$ cat config.mk
export PLATFORM = sky130hd
export DESIGN_NAME = level_comparator_one
export DESIGN_NICKNAME = d
export VERILOG_FILES = /design/src/alc_pkg.sv /design/src/output_delay.sv /design/src/level_comparator_one.sv
export VERILOG_INCLUDE_DIRS = /design/src
export SDC_FILE = /design/constraint.sdc
export NUM_CORES = 1
export LEC_CHECK = 0
export BUFFER_PORTS_ARGS = -buffer_cell sky130_fd_sc_hd__buf_4
export CAP_MARGIN = 25
export CORE_AREA = 5 5 426 428
export DETAILED_ROUTE_END_ITERATION = 7
export DIE_AREA = 0 0 431 433
export SYNTH_ARGS = -nofsm -noshare
export SYNTH_HDL_FRONTEND = slang
export SYNTH_HIERARCHICAL = 1
export SYNTH_SLANG_ARGS = --single-unit
$ cat constraint.sdc
create_clock -name clk -period 12.3 [get_ports clk]
set_clock_uncertainty 0.1 [all_clocks]
set_input_delay 1.23 -clock clk [delete_from_list [all_inputs] [get_ports clk]]
set_output_delay 1.23 -clock clk [all_outputs]
set_load 0.05 [all_outputs]
$ cat src/alc_consts.svh
`ifndef ALC_CONSTS_SVH
`define ALC_CONSTS_SVH

// Register byte offsets
`define ADDR_CTRL      8'h00
`define ADDR_UPPER     8'h04
`define ADDR_LOWER     8'h08
`define ADDR_SET_DLY   8'h0C
`define ADDR_RES_DLY   8'h10
`define ADDR_ROUTE     8'h14
`define ADDR_STATUS    8'h18
`define ADDR_TIMER     8'h1C
`define ADDR_VALUE     8'h20

// Control and route field positions
`define CTRL_SEL_LSB   0
`define CTRL_SEL_MSB   4
`define CTRL_TYPE_BIT  8
`define CTRL_POL_BIT   9
`define ROUTE_DIG_BIT  0
`define ROUTE_REL_BIT  1

// Input selector codes
`define SEL_PROCESS    5'h00
`define SEL_ELECTRICAL_POWER   5'h02
`define SEL_REACTIVE   5'h03
`define SEL_CURRENT    5'h05
`define SEL_OUT_VOLT   5'h06
`define SEL_FREQ       5'h07
`define SEL_DC_VOLT    5'h08
`define SEL_SW_TEMP    5'h09
`define SEL_TEMP1      5'h0A
`define SEL_TEMP3      5'h0C
`define SEL_ENERGY     5'h0D
`define SEL_RUN_TIME   5'h0E
`define SEL_MAINS_TIME 5'h0F
`define SEL_AN_IN1     5'h10
`define SEL_AN_IN4     5'h13
`define SEL_PROC_REF   5'h14
`define SEL_PROC_ERR   5'h15
`define SEL_TEMP4      5'h16
`define SEL_TEMP6      5'h18
`define SEL_MUX1       5'h19
`define SEL_MUX2       5'h1A
`define SEL_COUNT      27

// Range limits, in the selected unit scaled by its decimals
`define MAX_OUT_VOLT   32'sd10000
`define MAX_FREQ       32'sd4000
`define MAX_DC_VOLT    32'sd12500
`define MAX_SW_TEMP    32'sd1000
`define MAX_TEMP       32'sd3000
`define MIN_TEMP       -32'sd1000
`define MAX_ENERGY     32'sd1000000
`define MAX_HOURS      32'sd65535
`define MAX_PERCENT    32'sd100

// Reset values and delay limit
`define UPPER_RST      32'sd300
`define LOWER_RST      32'sd200
`define SEL_RST        5'h05
`define DLY_MAX_S      16'd36000

// Timing
`define CLK_PERIOD_NS  100
`define ONE_SECOND_NS  1000000000

`endif

$ cat src/alc_pkg.sv
package alc_pkg;
  `include "alc_consts.svh"

  typedef logic signed [31:0] value_t;
  typedef value_t [`SEL_COUNT-1:0] meas_array_t;

  typedef enum logic {
    HYSTERESIS = 1'b0,
    WINDOW     = 1'b1
  } mode_t;

  typedef struct packed {
    logic [4:0] sel;
    mode_t      mode;
    logic       pol;
  } cfg_t;

  typedef struct packed {
    value_t current_max;
    value_t power_max;
    value_t reactive_max;
    value_t process_max;
    value_t process_min;
  } rated_t;

  typedef struct packed {
    logic [7:0]  addr;
    logic [31:0] wdata;
    logic        wr;
    logic        rd;
  } bus_req_t;

  typedef struct packed {
    logic        out;
    logic [15:0] cnt;
  } dly_state_t;

  typedef struct packed {
    cfg_t        cfg;
    value_t      upper;
    value_t      lower;
    logic [15:0] set_dly;
    logic [15:0] res_dly;
    logic [1:0]  route;
    logic        raw;
    logic [23:0] tick_cnt;
    logic        tick;
    logic [31:0] rdata;
    logic        link_src;
    logic        dig;
    logic        relay;
  } top_state_t;
endpackage

$ cat src/output_delay.sv
`timescale 1ns/1ps
module output_delay (
  input  wire logic        clk,     // System clock
  input  wire logic        rst_n,   // Synchronous reset
  input  wire logic        tick,    // One-second enable
  input  wire logic        raw,     // Undelayed comparator result
  input  wire logic [15:0] set_dly, // Assert delay, seconds
  input  wire logic [15:0] res_dly, // Release delay, seconds
  output logic             out,     // Delayed result
  output logic [15:0]      timer    // Elapsed seconds
);
  import alc_pkg::*;

  dly_state_t s_q;
  dly_state_t s_d;
  logic [15:0] dly;

  always_comb begin
    s_d = s_q;
    dly = raw ? set_dly : res_dly;
    if (raw == s_q.out) begin
      s_d.cnt = 16'h0000;
    end else if (dly == 16'h0000) begin
      s_d.out = raw;
    end else if (tick) begin
      if (s_q.cnt + 16'h0001 >= dly) begin
        s_d.out = raw;
        s_d.cnt = 16'h0000;
      end else begin
        s_d.cnt = s_q.cnt + 16'h0001;
      end
    end
  end

  always_ff @(posedge clk) begin
    if (!rst_n) begin
      s_q <= '{out: 1'b0, cnt: 16'h0000};
    end else begin
      s_q <= s_d;
    end
  end

  assign out   = s_q.out;
  assign timer = s_q.cnt;
endmodule

$ cat src/level_comparator_one.sv
`timescale 1ns/1ps
`include "alc_consts.svh"
module level_comparator_one #(
  parameter int unsigned TICK_CYCLES = `ONE_SECOND_NS / `CLK_PERIOD_NS
) (
  input  wire logic                clk,             // 10 MHz clock
  input  wire logic                rst_n,           // Synchronous reset
  input  wire alc_pkg::bus_req_t   bus,             // Register request
  output logic              [31:0] rdata,           // Read data
  input  wire alc_pkg::meas_array_t meas,           // Measured values
  input  wire alc_pkg::rated_t     rated,           // Rated maxima
  output logic                     virtual_link_source, // Link feed
  output logic                     digital_out,     // Digital output
  output logic                     relay_out        // Relay output
);
  import alc_pkg::*;

  localparam top_state_t S_RST = '{
    cfg:      '{sel: `SEL_RST, mode: HYSTERESIS, pol: 1'b0},
    upper:    `UPPER_RST,
    lower:    `LOWER_RST,
    set_dly:  16'h0000,
    res_dly:  16'h0000,
    route:    2'b00,
    raw:      1'b0,
    tick_cnt: 24'h000000,
    tick:     1'b0,
    rdata:    32'h00000000,
    link_src: 1'b0,
    dig:      1'b0,
    relay:    1'b0
  };
  localparam logic [23:0] TICK_LAST = 24'(TICK_CYCLES - 1);

  top_state_t  s_q;
  top_state_t  s_d;
  value_t      sel_val;
  value_t      cmp_val;
  value_t      rmax;
  value_t      rmin;
  logic        sel_ok;
  logic        in_band;
  logic        delayed;
  logic [15:0] timer;

  // True when a selector code is below SEL_COUNT and is not one of the unused codes 1 or 4
  function automatic logic code_valid(input logic [4:0] c);
    code_valid = (c < 5'(`SEL_COUNT)) && c != 5'h01 && c != 5'h04;
  endfunction

  // Largest threshold allowed for a selection
  function automatic value_t range_max(input logic [4:0] c,
                                       input rated_t r);
    value_t m;
    m = 32'sd0;
    if (c == `SEL_PROCESS || c == `SEL_PROC_REF || c == `SEL_PROC_ERR) begin
      m = r.process_max;
    end else if (c == `SEL_ELECTRICAL_POWER) begin
      m = r.power_max;
    end else if (c == `SEL_REACTIVE) begin
      m = r.reactive_max;
    end else if (c == `SEL_CURRENT) begin
      m = r.current_max;
    end else if (c == `SEL_OUT_VOLT) begin
      m = `MAX_OUT_VOLT;
    end else if (c == `SEL_FREQ) begin
      m = `MAX_FREQ;
    end else if (c == `SEL_DC_VOLT) begin
      m = `MAX_DC_VOLT;
    end else if (c == `SEL_SW_TEMP) begin
      m = `MAX_SW_TEMP;
    end else if ((c >= `SEL_TEMP1 && c <= `SEL_TEMP3) ||
                 (c >= `SEL_TEMP4 && c <= `SEL_TEMP6)) begin
      m = `MAX_TEMP;
    end else if (c == `SEL_ENERGY) begin
      m = `MAX_ENERGY;
    end else if (c == `SEL_RUN_TIME || c == `SEL_MAINS_TIME) begin
      m = `MAX_HOURS;
    end else if ((c >= `SEL_AN_IN1 && c <= `SEL_AN_IN4) ||
                 c == `SEL_MUX1 || c == `SEL_MUX2) begin
      m = `MAX_PERCENT;
    end
    range_max = m;
  endfunction

  // Smallest threshold allowed for a selection
  function automatic value_t range_min(input logic [4:0] c,
                                       input logic pol,
                                       input rated_t r);
    value_t m;
    m = 32'sd0;
    if (pol) begin
      m = -range_max(c, r);
    end else if ((c >= `SEL_TEMP1 && c <= `SEL_TEMP3) ||
                 (c >= `SEL_TEMP4 && c <= `SEL_TEMP6)) begin
      m = `MIN_TEMP;
    end else if (c == `SEL_PROCESS || c == `SEL_PROC_REF ||
                 c == `SEL_PROC_ERR) begin
      m = r.process_min;
    end
    range_min = m;
  endfunction

  function automatic value_t clamp(input value_t v, input value_t lo,
                                   input value_t hi);
    clamp = (v > hi) ? hi : ((v < lo) ? lo : v);
  endfunction

  function automatic logic [15:0] dly_lim(input logic [31:0] w);
    dly_lim = (w[31:16] != 16'h0000 || w[15:0] > `DLY_MAX_S) ?
              `DLY_MAX_S : w[15:0];
  endfunction

  always_comb begin
    sel_ok  = code_valid(s_q.cfg.sel);
    sel_val = sel_ok ? meas[s_q.cfg.sel] : 32'sd0;
    cmp_val = (s_q.cfg.pol || sel_val >= 0) ? sel_val : -sel_val;
    rmax    = range_max(s_q.cfg.sel, rated);
    rmin    = range_min(s_q.cfg.sel, s_q.cfg.pol, rated);
    in_band = cmp_val >= s_q.lower && cmp_val <= s_q.upper;
  end

  always_comb begin
    s_d = s_q;

    // One-second enable
    s_d.tick = 1'b0;
    if (s_q.tick_cnt == TICK_LAST) begin
      s_d.tick_cnt = 24'h000000;
      s_d.tick     = 1'b1;
    end else begin
      s_d.tick_cnt = s_q.tick_cnt + 24'h000001;
    end

    // Comparator core
    unique case (s_q.cfg.mode)
      HYSTERESIS: begin
        if (cmp_val > s_q.upper) begin
          s_d.raw = 1'b1;
        end else if (cmp_val < s_q.lower &&
                     s_q.lower <= s_q.upper) begin
          s_d.raw = 1'b0;
        end
      end
      WINDOW: begin
        s_d.raw = in_band;
      end
    endcase

    // Delayed result to each destination
    s_d.link_src = delayed;
    s_d.dig      = delayed & s_q.route[`ROUTE_DIG_BIT];
    s_d.relay    = delayed & s_q.route[`ROUTE_REL_BIT];

    // Register writes; thresholds are clamped only here, so a later
    // selection change leaves an out-of-range threshold in place
    if (bus.wr) begin
      unique case (bus.addr)
        `ADDR_CTRL: begin
          s_d.cfg.sel  = bus.wdata[`CTRL_SEL_MSB:`CTRL_SEL_LSB];
          s_d.cfg.mode = mode_t'(bus.wdata[`CTRL_TYPE_BIT]);
          s_d.cfg.pol  = bus.wdata[`CTRL_POL_BIT];
        end
        `ADDR_UPPER: s_d.upper = clamp(bus.wdata, rmin, rmax);
        `ADDR_LOWER: s_d.lower = clamp(bus.wdata, rmin, rmax);
        `ADDR_SET_DLY: s_d.set_dly = dly_lim(bus.wdata);
        `ADDR_RES_DLY: s_d.res_dly = dly_lim(bus.wdata);
        `ADDR_ROUTE: s_d.route = bus.wdata[1:0];
        default: ;
      endcase
    end

    // Register reads, data valid in the next cycle only
    s_d.rdata = 32'h00000000;
    if (bus.rd) begin
      unique case (bus.addr)
        `ADDR_CTRL: s_d.rdata = {22'h000000, s_q.cfg.pol, s_q.cfg.mode,
                                 3'h0, s_q.cfg.sel};
        `ADDR_UPPER:   s_d.rdata = s_q.upper;
        `ADDR_LOWER:   s_d.rdata = s_q.lower;
        `ADDR_SET_DLY: s_d.rdata = {16'h0000, s_q.set_dly};
        `ADDR_RES_DLY: s_d.rdata = {16'h0000, s_q.res_dly};
        `ADDR_ROUTE:   s_d.rdata = {30'h00000000, s_q.route};
        `ADDR_STATUS:  s_d.rdata = {29'h00000000, !sel_ok, s_q.raw,
                                    delayed};
        `ADDR_TIMER:   s_d.rdata = {16'h0000, timer};
        `ADDR_VALUE:   s_d.rdata = cmp_val;
        default:       s_d.rdata = 32'h00000000;
      endcase
    end
  end

  always_ff @(posedge clk) begin
    if (!rst_n) begin
      s_q <= S_RST;
    end else begin
      s_q <= s_d;
    end
  end

  output_delay u_delay (
    .clk     (clk),
    .rst_n   (rst_n),
    .tick    (s_q.tick),
    .raw     (s_q.raw),
    .set_dly (s_q.set_dly),
    .res_dly (s_q.res_dly),
    .out     (delayed),
    .timer   (timer)
  );

  assign rdata               = s_q.rdata;
  assign virtual_link_source = s_q.link_src;
  assign digital_out         = s_q.dig;
  assign relay_out           = s_q.relay;

  wire hyst = s_q.cfg.mode == HYSTERESIS;
  wire win  = s_q.cfg.mode == WINDOW;
endmodule

### Word-level counts from Yosys, hierarchy flattened

Cells that the tools add are included.

* memory bits (read-only): 0
* word-level logic and storage cells: 138
* latch bits: 0
* bits of input ports: 1068
* RAM bits: 0
* output and inout port bits: 35
* register bits after elaboration: 183
* memories: 0

* bitwise logic cells: 6
* shift-type cells: 0
* $lt $le $gt $ge: 18
* muxes and demuxes: 33
* $add $sub $neg: 4
* eq/ne operators: 27
* reduce and logical (&&, ||, !) cells: 33
* divide/modulo/power cells: 0
* multipliers: 0

Operators with widths (number)
* 32-bit two-way mux: 18
* 32-bit one-hot mux with 9 select lines: 1
* 32-bit binary-select mux with 5-bit select: 1
* 32-bit greater-than comparator: 2
* 32-bit less-or-equal comparator: 2
* 32-bit < comparator: 2
* 16-bit two-way mux: 4
* 32-bit negator: 2
* 8-bit by 5-bit equality test with 1-bit output (second input constant): 4
* 32-bit by 1-bit greater-or-equal comparator with 1-bit output (second input constant): 1
* 32-bit greater-or-equal comparator: 1
* 5-bit by 4-bit equality test with 1-bit output (second input constant): 5
* 24-bit by 1-bit adder with 24-bit output (second input constant): 1
* 24-bit equality test (second input constant): 1
* 5-bit equality test (second input constant): 4
* 20-bit two-way mux: 1
* 17-bit two-way mux: 1
* 16-bit by 1-bit adder with 16-bit output (second input constant): 1
* 8-bit by 4-bit equality test with 1-bit output (second input constant): 2
* 16-bit greater-or-equal comparator: 1
* 16-bit greater-than comparator (second input constant): 1
* 16-bit logical NOT: 1
* 2-bit AND reduction: 8
* 16-bit nonzero test: 1
* other kinds (27): 55

### Longest topological paths before layout

* depth in word-level cells: 22
* depth in mapped cells: 30

### Modules after synthesis

Netlist, hierarchy kept.

Modules (own cells, without submodules)
* level_comparator_one: cells an instance 2573, instances 1, area an instance 22172.5 um2
* output_delay: cells an instance 198, instances 1, area an instance 1722.9 um2

### Worst setup path before layout

Ideal clock, no wire load.

* path type: in2reg
* start point: input port rated[79] in the netlist's numbering
* end point: register s_q[99] in the netlist's numbering
* path buffers: 4
* setup slack: 5.905 ns
* stages on the path: 22
* arrival time: 6.177 ns
* data required time: 12.083 ns
* library setup time: 0.117 ns
* path through: nand2_1 a21oi_1 a222oi_1 nand3b_1 nor4_4 buf_2 nand4_1 nor3_1 xnor2_1 a21o_1 ha_1 nand2_1 o21bai_1 or3b_2 o211ai_1 mux2i_1 and2_1 clkbuf_1 buf_1 clkbuf_1 o211ai_1 a32o_1

* longest elaborated chain between the ends: 9
* elaborated cells on any way between the ends: 10
* classes of those cells: add/sub (1); order compare (2); mux (7)

Ends and longest elaborated chain
* start, declared: line level_comparator_one.sv:11 `input wire alc_pkg::rated_t rated,`
* 32-bit two-way mux *: line level_comparator_one.sv:60 `` end else if (c == `SEL_REACTIVE) begin ``
* 32-bit two-way mux *: line level_comparator_one.sv:58 `` end else if (c == `SEL_ELECTRICAL_POWER) begin ``
* 32-bit two-way mux *: line level_comparator_one.sv:56 `` if (c == `SEL_PROCESS || c == `SEL_PROC_REF || c == `SEL_PROC_ERR) begin ``
* 32-bit two-way mux: line level_comparator_one.sv:92 `if (pol) begin`
* 32-bit negator: line level_comparator_one.sv:93 `m = -range_max(c, r);`
* 32-bit two-way mux: line level_comparator_one.sv:92
* 32-bit < comparator: line level_comparator_one.sv:106 `clamp = (v > hi) ? hi : ((v < lo) ? lo : v);`
* 32-bit two-way mux: line level_comparator_one.sv:106
* 32-bit two-way mux *: line level_comparator_one.sv:106
* end signal, assigned: line level_comparator_one.sv:195 `s_q <= S_RST;`
* end signal, assigned: line level_comparator_one.sv:197 `s_q <= s_d;`
* end, declared: line level_comparator_one.sv:35 `top_state_t s_q;`

Every way passes the cells marked *; elsewhere a longest branch is shown, timed or not. The select of a mux whose other input is x is not followed.
A chain may end at the register's enable or synchronous reset.

### Final worst setup path

* start point: register s_q[161] in the netlist's numbering
* end point: register s_q[60] in the netlist's numbering

* longest elaborated chain between the ends: 10
* elaborated cells on any way between the ends: 21
* classes of those cells: add/sub (1); order compare (6); eq/ne (3); mux (6); reduce/logical (5)

Ends and longest elaborated chain
* parallel branches: the longest is 3 deep, another holds 32-bit binary-select mux with 5-bit select
* 32-bit two-way mux *: line level_comparator_one.sv:116 `sel_val = sel_ok ? meas[s_q.cfg.sel] : 32'sd0;`
* 32-bit by 1-bit greater-or-equal comparator with 1-bit output: line level_comparator_one.sv:117 `cmp_val = (s_q.cfg.pol || sel_val >= 0) ? sel_val : -sel_val;`
* 1-bit logical OR: line level_comparator_one.sv:117
* 32-bit two-way mux *: line level_comparator_one.sv:117
* 32-bit greater-than comparator, or another cell as far along: line level_comparator_one.sv:138 `if (cmp_val > s_q.upper) begin`
* 1-bit two-way mux, or another cell as far along: line level_comparator_one.sv:138
* 1-bit one-hot mux with 2 select lines / 3-bit by 1-bit inequality test with 1-bit output (equally long branches)

Every way passes the cells marked *. The select of a mux whose other input is x is not followed.

==> metrics.log <==
INFO  metric synth.ff_latch_count = 183
INFO  metric core_area = 177,000 um^2
INFO  metric arrival = 8.97 ns
INFO  metric slew_viol_final = 0
INFO  metric fmax = 114 MHz
INFO  metric synth_compound_area_frac = 0.246
INFO  metric cts_htree_levels = 4
INFO  metric worstMarginPinSlew = 1.25 ns
INFO  metric result_of_the_run = finished clean
INFO  metric postCtsSetupRepairBufs = 0
INFO  metric via_per_inst = 4.91
INFO  metric die_y = 433 um
INFO  metric cts_inserted_buffers = 17
INFO  metric irDropWorstVdd = 0.101 mV
INFO  metric cts_num_sinks = 183
INFO  metric synth_simple_gate_area_frac = 0.182
INFO  metric timing_hold_violations_final = 0
INFO  metric grt_setup_unrepaired = false
INFO  metric detailroute.via_count = 30,095
INFO  metric routed_wire_length_per_instance = 37.9 um
INFO  metric fillCellCount = 19,796
INFO  metric cellPowerDensity = 56.2 nW/um^2
INFO  metric grt_max_degree = 100
INFO  metric crit_chain = buf_12, buf_4, and2_1, o21ai_0, and2_0, a22oi_1, nand4_1, nor3b_1, a41oi_1, xnor2_1, ha_1, nand4_1, nor3_1, nand2_1, nor3_1, o221ai_1, o21a_1, mux2i_1, o21ai_0, nand4b_1, o311ai_0
INFO  metric layout.cell_area.non_filler = 35,200 um^2
INFO  metric syn_area = 23,900 um^2
INFO  metric synthesis.area_per_instance = 8.62 um^2
INFO  metric slew_headroom = 0.167
INFO  metric tritoncts_clock_tree = yes
INFO  metric endpoint_kind = register
INFO  metric nets = 4,958
INFO  metric final_period_util = 0.711
INFO  metric cap_viol_max_count = 0
INFO  metric clock-root-buffer = sky130_fd_sc_hd__clkbuf_16
INFO  metric cpMaxStageDelayCell = sky130_fd_sc_hd__a22oi_1
INFO  metric synth.largest_area_cell = sky130_fd_sc_hd__mux4_2
INFO  metric globalplace.congestion = 1.01
INFO  metric start_util = 0.135
INFO  metric setup_slack = 3.56 ns
INFO  metric timing.critical_path.fanout_max = 82
INFO  metric count_of_flip_flops_with_a_built_in_enable_after_synthesis = 0
INFO  metric power_switching_share = 0.361
INFO  metric dominantRegCellSynth = sky130_fd_sc_hd__dfxtp_1
INFO  metric path_delay_family = simple AND/OR/NAND/NOR gates
INFO  metric netlist_instances = 2,771
INFO  metric combPwrFrac = 0.407
INFO  metric worst_hold_slack_across_all_endpoints = 0.368 ns
INFO  metric fp-row-count = 155
INFO  metric critical_path.startpoint_type = register
INFO  metric intPower = 1260 uW
INFO  metric remaining_drc_errors = 0
INFO  metric dp_hpwl = 204 mm
INFO  metric die-area = 187,000 um^2
INFO  metric yosysTopAreaCellShare = 0.178
INFO  metric dieWidth = 431 um
INFO  metric grt_pass1_vias = 29,200
INFO  metric grt_first_pass_wirelength = 293 mm
INFO  metric synth_top_family_by_area = compound AO/OA/AOI/OAI gates
INFO  metric area_delta_synth_final = 47.3%
INFO  metric slowest_delay = 0.94 ns
INFO  metric finalSetupViolations = 0
INFO  metric synthMuxAreaShare = 0.224
INFO  metric layout-drive-gt1-share = 0.407
INFO  metric total_switching_power = 713 uW
INFO  metric power_frac_seq = 0.302
INFO  metric required = 12.52 ns
INFO  metric synth_xor_area_frac = 0.0292
INFO  metric yosys-top-cells-area = sky130_fd_sc_hd__mux4_2, sky130_fd_sc_hd__dfxtp_1, sky130_fd_sc_hd__ha_1
INFO  metric grt_remaining_overflow = 0
INFO  metric ios = 1,103
INFO  metric cts.clk_slew.worst_paths = 0.09 ns
INFO  metric clockBufferDepth = 2
INFO  metric timing_worst_setup_path_type = reg2reg
INFO  metric most_used_standard_cell_by_instance_count_after_synthesis = sky130_fd_sc_hd__nand2_1
INFO  metric static-leakage-power = 0.0140 uW
INFO  metric first_drt_iteration_drcs = 3,425
INFO  metric clock_insertion_delay_worst_skew = 0.47 ns
INFO  metric post-route-min-period = 8.74 ns
INFO  metric synthTopCellsByCount = sky130_fd_sc_hd__nand2_1, sky130_fd_sc_hd__nor2_1, sky130_fd_sc_hd__mux4_2
INFO  metric global_route.usage.total = 0.235
INFO  metric fin_tns_setup = 0 ns
INFO  metric finalWirelength = 232 mm
INFO  metric seq_area_frac_synth = 0.153
INFO  metric synth_warnings = 6
INFO  metric synth-async-reset-ratio = 0
INFO  metric portBuffers = 1,102
INFO  metric ys_types = 105
INFO  metric place_ws = 3.67 ns
INFO  metric postPlaceCellArea = 34,400 um^2
INFO  metric post_cts_hold_buffer_count = 0
INFO  metric detailedRoute.firstPassIterationCount = 8
INFO  metric min_path_type = reg2reg
INFO  metric critPathBufInv = 2
INFO  metric synthesis.nets = 4,018
INFO  metric cts_resized = 0
INFO  metric adder_cell_share_of_the_synthesized_area = 0.0937
INFO  metric initial_antenna_violation_count = 130
INFO  metric share_clk_of_total_power = 0.291
INFO  metric detail-route-antenna-nets = 0
through the flow:
step	instances	utilization	total power, uW
floorplan	2771	-	909
global placement	6042	0.194	1400
detailed placement	6046	0.194	1400
CTS	6078	0.198	1980
global route	6117	0.198	2050
finish	6133	0.198	1980
layout make-up:
cell class                      count  area [um^2]  area share
Antenna cell                       54          135     0.00384
Sequential cell                   183         3680       0.105
Clock buffer                       17          425      0.0121
Inverter                           94          353      0.0100
Clock inverter                     15          184     0.00523
Timing Repair Buffer             1176         8860       0.252
Multi-Input combinational cell   2239        18600       0.529
Tap cell                         2355         2950      0.0837
layout by cell type, fill, tap and decap left out, drive strengths merged, types with 28 or more instances in the layout:
cell type,Yosys,final
buf,141,1175
nand2,213,213
nor2,194,194
mux4,189,189
dfxtp,183,183
ha,179,179
a21oi,179,179
nand3,126,126
o21ai,110,110
inv,91,97
a22oi,92,92
a21o,64,64
mux2i,61,61
nand4,57,57
diode,0,54
nor3,49,49
a31oi,47,47
xnor2,47,47
mux2,43,43
a222oi,35,35
nand2b,34,34
a211oi,33,33
and3,31,31
nor2b,31,31
xor2,30,30
o31ai,29,29
and2,28,28
a221oi,28,28
power groups by stage:
stage	Combinational (uW)	Clock (uW)	Sequential, uW
6_report	805	575	598
3_5_place_dp	793	0	612
2_1_floorplan	297	0	612
5_1_grt	841	610	598
3_3_place_gp	792	0	611
4_1_cts	797	584	598
metal layers:
layer,up-vias,global-route usage,routed length (um)
met5,-,0,445
met4,66,0.152,17800
met1,15184,0.281,90600
li1,12804,-,-
met3,387,0.0645,18900
met2,1654,0.372,104000
cell families after synthesis:
family,after synthesis
xor+xnor,77
compound gates,832
simple gates,858
fa+ha+maj,179
mux,293
buf+inv,349
flops,183
worst reg2reg max path: cells and delay by family, from the launching register on:
family	cells	cell delay (ns)
fa+ha+maj	1	0.21
xor+xnor	1	0.39
flops	1	0.85
compound gates	7	2.16
simple gates	9	3.21
mux	1	0.21
buf+inv	2	1.46
worst paths after layout:
| path | start | cells after the start | slack, ns | endpoint |
|---|---|---|---|---|
| min reg2reg | s_q[36] | 1 | 0.37 | s_q[36] |
| min | s_q[36] | 1 | 0.37 | s_q[36] |
| max reg2reg | s_q[161] | 21 | 3.56 | s_q[60] |
| max | s_q[161] | 21 | 3.56 | s_q[60] |
flip-flops by register name, summed over array words and instances (netlist names):
signal,flops
rdata,32
u_delay/out,1
s_q,130
relay_out,1
digital_out,1
virtual_link_source,1
win,1
u_delay/timer,16
(Power assumes the default switching activity.)
